===== config.mk =====
export PLATFORM = sky130hd
export DESIGN_NAME = ceau_unit
export DESIGN_NICKNAME = d
export VERILOG_FILES = /design/src/hw/ceau_pkg.sv /design/src/hw/ceau_unit.sv
export SDC_FILE = /design/constraint.sdc
export NUM_CORES = 1
export LEC_CHECK = 0
export BUFFER_PORTS_ARGS = -buffer_cell sky130_fd_sc_hd__buf_2
export CORE_MARGIN = 10
export CORE_UTILIZATION = 30
export CTS_CLUSTER_DIAMETER = 200
export DETAILED_ROUTE_END_ITERATION = 6
export GPL_TIMING_DRIVEN = 0
export SKIP_LAST_GASP = 1
export SLEW_MARGIN = 20
export SYNTH_ARGS = -nofsm -noshare
export SYNTH_HDL_FRONTEND = slang
export SYNTH_SLANG_ARGS = --single-unit

===== constraint.sdc =====
create_clock -name clk_i -period 9.3 [get_ports clk_i]
set_clock_uncertainty 0.05 [all_clocks]
set_input_delay 0.93 -clock clk_i [delete_from_list [all_inputs] [get_ports clk_i]]
set_output_delay 0.93 -clock clk_i [all_outputs]
set_load 0.05 [all_outputs]

===== src/hw/ceau_pkg.sv =====
// Purpose: Shared types and constants for the effective address unit
// Assumes: 8-bit data, 16-bit addresses
// Notes:   Mode codes are the unit's own request encoding
package ceau_pkg;

  // ---------------------------------------------------------------
  // Widths and constants
  // ---------------------------------------------------------------
  localparam int unsigned  ADDR_W      = 16;
  localparam int unsigned  DATA_W      = 8;
  localparam logic [7:0]   ZERO_PAGE   = 8'h00;
  localparam logic [2:0]   CYC_NONE    = 3'h0;
  localparam logic [2:0]   CYC_PAGE    = 3'h1;
  localparam logic [2:0]   CYC_BR_SAME = 3'h1;
  localparam logic [2:0]   CYC_BR_DIFF = 3'h2;
  localparam logic [7:0]   PTR_STEP    = 8'h01;
  localparam logic [15:0]  ADDR_STEP   = 16'h0001;

  // ---------------------------------------------------------------
  // Addressing modes
  // ---------------------------------------------------------------
  typedef enum logic [3:0] {
    MODE_ACCUM   = 4'h0,
    MODE_IMM     = 4'h1,
    MODE_ABS     = 4'h2,
    MODE_ZP      = 4'h3,
    MODE_ZP_X    = 4'h4,
    MODE_ZP_Y    = 4'h5,
    MODE_ABS_X   = 4'h6,
    MODE_ABS_Y   = 4'h7,
    MODE_IMPLIED = 4'h8,
    MODE_REL     = 4'h9,
    MODE_IND_X   = 4'ha,
    MODE_IND_Y   = 4'hb,
    MODE_ABS_IND = 4'hc
  } ceau_mode_e;

  // Request carrier
  typedef struct packed {
    ceau_mode_e        mode;
    logic [7:0]        byte2;
    logic [7:0]        byte3;
    logic [7:0]        idx_x;
    logic [7:0]        idx_y;
    logic [15:0]       pc_next;
    logic              br_taken;
  } ceau_req_s;

  // Result carrier
  typedef struct packed {
    logic [15:0]       addr;
    logic [7:0]        operand;
    logic              use_acc;
    logic              use_imm;
    logic              has_addr;
    logic              load_pc;
    logic [1:0]        oper_bytes;
    logic [2:0]        extra_cyc;
  } ceau_res_s;

  // Sequencer states
  typedef enum logic [2:0] {
    ST_IDLE  = 3'b000,
    ST_RD_LO = 3'b001,
    ST_WT_LO = 3'b010,
    ST_RD_HI = 3'b011,
    ST_WT_HI = 3'b100,
    ST_DONE  = 3'b101
  } ceau_state_e;

endpackage : ceau_pkg


===== src/hw/ceau_unit.sv =====
// Purpose: Effective address generation and extra-cycle count per addressing mode
// Assumes: One 40 MHz clock; memory answers reads with a one-cycle rd_ack_i pulse
// Notes:   Indirect modes read two pointer bytes from memory before answering
//          Ready stays low for the first cycle after reset
`timescale 1ns/1ps

// Behaviour
// - Accumulator mode: one byte, acts on accumulator
// - Immediate mode: operand is second byte
// - Absolute: byte2 low, byte3 high address
// - Zero page: high address byte forced zero
// - Indexed zero page wraps within page zero
// - Indexed absolute adds X or Y to base
// - Implied mode: no address bytes follow
// - Relative: signed offset added to next PC
// - (ind,X) pointer wraps, reads two zero-page bytes
// - (ind),Y low plus Y, carry into high
// - Absolute indirect loads full PC from pointer
// - Page crossing by indexing adds one cycle
// - Taken branch same page adds one cycle
// - Taken branch other page adds two cycles
module ceau_unit
  import ceau_pkg::*;
#(
  parameter int unsigned ADDR_BITS = ADDR_W,
  parameter int unsigned DATA_BITS = DATA_W
)
(
  input  wire logic        clk_i,
  input  wire logic        sys_rst_i,
  input  wire logic        req_valid_i,
  input  wire ceau_req_s   req_i,
  output logic             req_ready_o,
  output logic             mem_rd_o,
  output logic [15:0]      mem_addr_o,
  input  wire logic        rd_ack_i,
  input  wire logic [7:0]  rd_data_i,
  output logic             res_valid_o,
  output ceau_res_s        res_o
);

  // ---------------------------------------------------------------
  // State
  // ---------------------------------------------------------------
  ceau_state_e      state_ff,     nxt_state;
  ceau_req_s        req_ff,       nxt_req;
  logic [7:0]       lo_ff,        nxt_lo;
  logic             rd_ff,        nxt_rd;
  logic [15:0]      maddr_ff,     nxt_maddr;
  logic             rv_ff,        nxt_rv;
  ceau_res_s        res_ff,       nxt_res;
  logic             rdy_ff,       nxt_rdy;

  // ---------------------------------------------------------------
  // Parameter check
  // ---------------------------------------------------------------
  // The datapath is cut for 16-bit addresses and 8-bit bytes only
  if (ADDR_BITS != ADDR_W || DATA_BITS != DATA_W)
  begin : g_width_check
    $error("ceau_unit supports only 16-bit addresses and 8-bit data");
  end

  // ---------------------------------------------------------------
  // Direct address arithmetic
  // ---------------------------------------------------------------
  logic [15:0] base_abs;
  logic [7:0]  idx_sel;
  logic [16:0] abs_sum;
  logic [15:0] rel_off;
  logic [15:0] rel_tgt;
  logic [8:0]  iy_lo;
  logic [7:0]  ptr_a;
  logic [7:0]  ptr_b;
  ceau_res_s   dres;
  logic        indirect;

  always_comb
  begin
    base_abs = {req_i.byte3, req_i.byte2};
    idx_sel  = (req_i.mode == MODE_ABS_Y || req_i.mode == MODE_ZP_Y) ? req_i.idx_y : req_i.idx_x;
    abs_sum  = {1'b0, base_abs} + {9'h000, idx_sel};
    rel_off  = {{8{req_i.byte2[7]}}, req_i.byte2};
    rel_tgt  = req_i.pc_next + rel_off;
    indirect = (req_i.mode == MODE_IND_X) || (req_i.mode == MODE_IND_Y) || (req_i.mode == MODE_ABS_IND);
    dres            = '0;
    dres.oper_bytes = 2'h1;
    unique case (req_i.mode)
      MODE_ACCUM:
      begin
        dres.use_acc    = 1'b1;
        dres.oper_bytes = 2'h0;
      end
      MODE_IMM:
      begin
        dres.use_imm = 1'b1;
        dres.operand = req_i.byte2;
      end
      MODE_ABS:
      begin
        dres.has_addr   = 1'b1;
        dres.addr       = base_abs;
        dres.oper_bytes = 2'h2;
      end
      MODE_ZP:
      begin
        dres.has_addr = 1'b1;
        dres.addr     = {ZERO_PAGE, req_i.byte2};
      end
      MODE_ZP_X, MODE_ZP_Y:
      begin
        dres.has_addr = 1'b1;
        dres.addr     = {ZERO_PAGE, 8'(req_i.byte2 + idx_sel)};
      end
      MODE_ABS_X, MODE_ABS_Y:
      begin
        dres.has_addr   = 1'b1;
        dres.addr       = abs_sum[15:0];
        dres.oper_bytes = 2'h2;
        dres.extra_cyc  = (abs_sum[15:8] != req_i.byte3) ? CYC_PAGE : CYC_NONE;
      end
      MODE_IMPLIED:
      begin
        dres.oper_bytes = 2'h0;
      end
      MODE_REL:
      begin
        dres.addr = rel_tgt;
        // Extra cycles only when the branch is taken
        if (req_i.br_taken)
        begin
          dres.load_pc   = 1'b1;
          dres.extra_cyc = (rel_tgt[15:8] == req_i.pc_next[15:8]) ? CYC_BR_SAME
                                                                  : CYC_BR_DIFF;
        end
      end
      default:
      begin
        dres.oper_bytes = (req_i.mode == MODE_ABS_IND) ? 2'h2 : 2'h1;
      end
    endcase
  end

  // ---------------------------------------------------------------
  // Pointer bytes for the indirect modes
  // ---------------------------------------------------------------
  always_comb
  begin
    ptr_a = 8'(req_ff.byte2 + req_ff.idx_x);
    // Only the X form indexes its pointer; the Y form reads it as given
    ptr_b = (req_ff.mode == MODE_IND_X) ? ptr_a : req_ff.byte2;
    iy_lo = {1'b0, lo_ff} + {1'b0, req_ff.idx_y};
  end

  // ---------------------------------------------------------------
  // Sequencer
  // ---------------------------------------------------------------
  always_comb
  begin
    nxt_state = state_ff;
    nxt_req   = req_ff;
    nxt_lo    = lo_ff;
    nxt_rd    = 1'b0;
    nxt_maddr = maddr_ff;
    nxt_rv    = 1'b0;
    nxt_res   = res_ff;
    unique case (state_ff)
      ST_IDLE:
      begin
        // A request is taken only while ready shows high
        if (req_valid_i && rdy_ff)
        begin
          nxt_req = req_i;
          if (indirect)
            nxt_state = ST_RD_LO;
          else
          begin
            nxt_res = dres;
            nxt_rv  = 1'b1;
          end
        end
      end
      ST_RD_LO:
      begin
        nxt_rd = 1'b1;
        if (req_ff.mode == MODE_ABS_IND)
          nxt_maddr = {req_ff.byte3, req_ff.byte2};
        else
          nxt_maddr = {ZERO_PAGE, ptr_b};
        nxt_state = ST_WT_LO;
      end
      ST_WT_LO:
      begin
        // Strobe stays up until memory answers
        if (rd_ack_i)
        begin
          nxt_lo    = rd_data_i;
          nxt_state = ST_RD_HI;
        end
        else
          nxt_rd = 1'b1;
      end
      ST_RD_HI:
      begin
        // Strobe was low for one cycle, so memory sees a fresh request
        nxt_rd = 1'b1;
        // Pointer step is a full 16-bit increment for absolute indirect; the zero-page pointer wraps within page zero
        if (req_ff.mode == MODE_ABS_IND)
          nxt_maddr = {req_ff.byte3, req_ff.byte2} + ADDR_STEP;
        else
          nxt_maddr = {ZERO_PAGE, 8'(ptr_b + PTR_STEP)};
        nxt_state = ST_WT_HI;
      end
      ST_WT_HI:
      begin
        if (rd_ack_i)
        begin
          nxt_res            = '0;
          nxt_res.has_addr   = 1'b1;
          nxt_res.oper_bytes = (req_ff.mode == MODE_ABS_IND) ? 2'h2 : 2'h1;
          unique case (req_ff.mode)
            // Low byte plus Y carries into the high pointer byte
            MODE_IND_Y:
            begin
              nxt_res.addr      = {8'(rd_data_i + {7'h00, iy_lo[8]}), iy_lo[7:0]};
              nxt_res.extra_cyc = iy_lo[8] ? CYC_PAGE : CYC_NONE;
            end
            MODE_ABS_IND:
            begin
              nxt_res.addr    = {rd_data_i, lo_ff};
              nxt_res.load_pc = 1'b1;
            end
            default:
            begin
              nxt_res.addr = {rd_data_i, lo_ff};
            end
          endcase
          nxt_state = ST_DONE;
        end
        else
          nxt_rd = 1'b1;
      end
      ST_DONE:
      begin
        nxt_rv    = 1'b1;
        nxt_state = ST_IDLE;
      end
      default:
      begin
        nxt_state = ST_IDLE;
      end
    endcase
  end

  always_ff @(posedge clk_i or posedge sys_rst_i)
  begin
    if (sys_rst_i)
    begin
      state_ff <= ST_IDLE;
      req_ff   <= '0;
      lo_ff    <= 8'h00;
      rd_ff    <= 1'b0;
      maddr_ff <= 16'h0000;
      rv_ff    <= 1'b0;
      res_ff   <= '0;
    end
    else
    begin
      state_ff <= nxt_state;
      req_ff   <= nxt_req;
      lo_ff    <= nxt_lo;
      rd_ff    <= nxt_rd;
      maddr_ff <= nxt_maddr;
      rv_ff    <= nxt_rv;
      res_ff   <= nxt_res;
    end
  end

  // ---------------------------------------------------------------
  // Ready flop: high when the next state is idle
  // ---------------------------------------------------------------
  // An indirect request leaves idle at once, so ready drops on the taking edge
  always_comb
  begin
    nxt_rdy = (nxt_state == ST_IDLE);
  end

  always_ff @(posedge clk_i or posedge sys_rst_i)
  begin
    if (sys_rst_i)
      rdy_ff <= 1'b0;
    else
      rdy_ff <= nxt_rdy;
  end

  // ---------------------------------------------------------------
  // Outputs, all straight from flip-flops
  // ---------------------------------------------------------------
  assign req_ready_o = rdy_ff;
  assign mem_rd_o    = rd_ff;
  assign mem_addr_o  = maddr_ff;
  assign res_valid_o = rv_ff;
  assign res_o       = res_ff;

endmodule : ceau_unit


==> impl_metrics.csv <==
group,metric,value,unit
cts,post_cts_buffers,0,
synthesis,syn-num-nets,856,
timing,worst_slew_pin_slew,0.918,ns
floorplan,ios,117,
worst_setup_path,slowest_delay,0.60,ns
synthesis,synth_top_cell_by_area,"dfrtp_1",
synthesis,synth_seq_area_share,0.351,
power_and_ir_drop,leakage,3.67,nW
synthesis,syn_area,6980,sq um
drt,post-route-drc-count,0,
floorplan,dieHeight,173,um
worst_setup_path,reg2reg_depth,15,
synthesis,synth.area.mux_share,0.0953,
timing,finalMaxSlewViolations,0,
floorplan,rows,55,
synthesis,synthArstFlopShare,1.00,
timing,timing.fmax,0.226,GHz
cts,clock_sinks,98,
drt,wl_per_cell,18.7,um
final_layout,areaGrowthSynthToFinish,18.6,%
floorplan,dieArea,29800,sq um
cts,cts_tree,"yes",
worst_setup_path,regToRegStartpoint,"lo_ff[0]$_DFFE_PP0P_",
synthesis,post-synth-top-count-cell,"dfrtp_1",
worst_setup_path,cp_num_buf_inv,2,
drt,drt_iter0_drc,451,
drt,vias,6034,
timing,fin_crit,4.43,ns
worst_setup_path,crit_type,"input port to flop",
worst_setup_path,critPathTopFamily,"compound AO/OA/AOI/OAI gates",
cts,clkTransAtPathRegs,0.07,ns
synthesis,synth_common_cells,"98 x dfrtp_1, 73 x nand2_1, 59 x o21ai_0",
hold_path,holdPathStages,2,
synthesis,yosysUniqueCellTypes,78,
final_layout,num-nets-final,983,
grt,grt_max_degree,77,
placement,port-buffer-count,115,
timing,rsz0062_at_grt,"false",
synthesis,synthAdderAreaFrac,0.0903,
power_and_ir_drop,power,2.61,mW
cts,htree_levels,3,
worst_setup_path,path_max_fanout,9,
drt,finalWirelength,22.3,mm
outcome,status,"finished, final reports clean",
worst_setup_path,r2r_slack,5.86,ns
drt,final_antenna_net_count,0,
synthesis,yosys_warnings,0,
synthesis,synth_simple_gate_area_frac,0.154,
synthesis,synth.avg_cell_area,9.40,sq um
floorplan,start_util,0.307,
grt,grt.total_usage,0.146,
synthesis,synthTopCellsByArea,"dfrtp_1 35%, mux2_2 8.4%, ha_1 7.9%",
worst_setup_path,r2r-end,"res_o[31]$_DFFE_PP0P_",
worst_setup_path,arrival,4.62,ns
worst_setup_path,crit_path_top_delay_cell,"o21ai_0",
hold_path,hp-class,"flop to flop",
synthesis,synth_top_family_by_area,"compound AO/OA/AOI/OAI gates",
final_layout,drive_gt1_frac,0.237,
timing,fin_crit_sh,0.476,
synthesis,synth_edf_count,0,
drt,via_per_inst,5.07,
timing,setup_viol,0,
timing,hold_viol_final,0,
hold_path,min_to,"mem_addr_o[11]$_DFFE_PP0P_",
grt,gr-total-overflow,0,
timing,tns,0,ns
placement,place_congestion,0.909,
grt,antenna_found_initial,4,
synthesis,synth_top_area_frac,0.351,
synthesis,ys_ff_latch,98,
grt,grt_pass1_vias,5980,
synthesis,synthCells,743,
floorplan,dieWidth,173,um
flow_run,maxCapViolations,0,
cts,cts_hold_buffers,0,
worst_setup_path,crit_path_end_kind,"flop",
worst_setup_path,cp_cell_sequence,"buf_2 > nor2b_1 > clkbuf_1 > nand2_1 > mux2_2 > ha_1 > a21o_1 > a21o_1 > a211oi_1 > o21ai_0 > nand3_1 > a31o_2 > a221oi_1 > o21ai_0",
worst_setup_path,cp-start-kind,"input port",
worst_setup_path,worstPathRequired,9.49,ns
cts,cts_made_buffers,9,
cts,clkLatencyLatePin,0.36,ns
power_and_ir_drop,ir_worst_vdd,0.125,mV
drt,drt-pass1-iter-count,5,
cts,cts_root_buffer,"clkbuf_16",
synthesis,synthXorXnorAreaFrac,0.0778,
hold_path,hold_start,"mem_addr_o[11]$_DFFE_PP0P_",
placement,hpwl,17.9,mm
synthesis,synth-compound-area-share,0.198,
timing,slew_headroom,0.384,
cts,post_cts_resized,0,
floorplan,coreArea,22800,sq um
grt,grt_pass1_wl,34.5,mm
synthesis,ys.flop_type,"dfrtp_1",
cts,clk_path_buf_depth,2,
power_and_ir_drop,cellPowerDensity,315,nW/um^2
## per-layer routing
metal / share of wire / wire length, um / vias up / GRT usage
met3: 0.072 / 1600 / 22 / 0.0453
met2: 0.45 / 10100 / 187 / 0.226
met4: 0.010 / 222 / 6 / 0.0294
li1: - / - / 2995 / -
met1: 0.46 / 10300 / 2824 / 0.194
met5: 0.0016 / 35 / - / 0
## power breakdown
part           total (mW)  internal, mW  switching [mW]
Clock               0.372         0.192           0.180
Sequential          0.770         0.616           0.154
Combinational        1.47         0.545           0.922
Total                2.61          1.35            1.26
## placed cells by master (no fill, tap or decap), drive strengths merged, types with 10 or more instances in the layout
cell and n:
buf 120, dfrtp 98, nand2 73, o21ai 61, mux2 52, ha 44
a21oi 44, nor2 43, clkbuf 40, xor2 27, xnor2 27, inv 23
nor3 20, nand3 15, nand4 14, a21o 14, a31oi 13, nor2b 10
## through the flow
step                setup slack, ns  hold slack (ns)  area, sq um  cells   util
floorplan                      5.56            0.437         6980    743      -
global placement               4.34            0.406         7950   1171  0.349
detailed placement             4.51            0.414         7990   1172  0.351
CTS                            4.88            0.430         8280   1188  0.363
global route                   4.60            0.449         8280   1189  0.363
finish                         4.87            0.424         8280   1189  0.363
## sequential cells by signal (all words and copies together) (netlist names)
register / flops
res_o: 32
req_ready_o: 1
state_ff: 3
mem_addr_o: 16
res_valid_o: 1
lo_ff: 8
mem_rd_o: 1
req_ff: 36
## tightest hold or removal path: cells and delay by family, from the launching register on
| family | cells | cell delay (ns) |
|---|---|---|
| AND/OR/NAND/NOR | 1 | 0.04 |
| AO/OA/AOI/OAI | 1 | 0.06 |
| flip-flops | 1 | 0.34 |
## cell type report
| type | instances | area [sq um] |
|---|---|---|
| Sequential cell | 98 | 2450 |
| Clock buffer | 10 | 239 |
| Clock inverter | 6 | 47.5 |
| Buffer | 34 | 154 |
| Inverter | 20 | 80.1 |
| Multi-Input combinational cell | 591 | 4310 |
| Fill cell | 2354 | 14500 |
| Antenna cell | 1 | 2.50 |
| Timing Repair Buffer | 116 | 603 |
| Tap cell | 313 | 392 |
## cells by family (layout without fill, tap and decap cells)
kind of cell	Yosys count	count (layout)
compound gates	208	208
xor+xnor	57	57
fa+ha+maj	48	48
buf+inv	54	186
flops	98	98
mux	60	60
other cells	1	2
simple gates	217	217
## worst max-delay path by stage
stage | startpoint | slack, ns | depth (start not counted) | end
2_1_floorplan | req_i[51] | 5.56 | 13 | res_o[26]$_DFFE_PP0P_
3_3_place_gp | sys_rst_i | 4.34 | 2 | res_o[32]$_DFFE_PP0P_
3_5_place_dp | req_i[51] | 4.51 | 14 | res_o[26]$_DFFE_PP0P_
4_1_cts | req_i[51] | 4.88 | 14 | res_o[26]$_DFFE_PP0P_
5_1_grt | req_i[51] | 4.60 | 14 | res_o[26]$_DFFE_PP0P_
6_report | req_i[51] | 4.87 | 14 | res_o[26]$_DFFE_PP0P_
(Power assumes the default switching activity.)
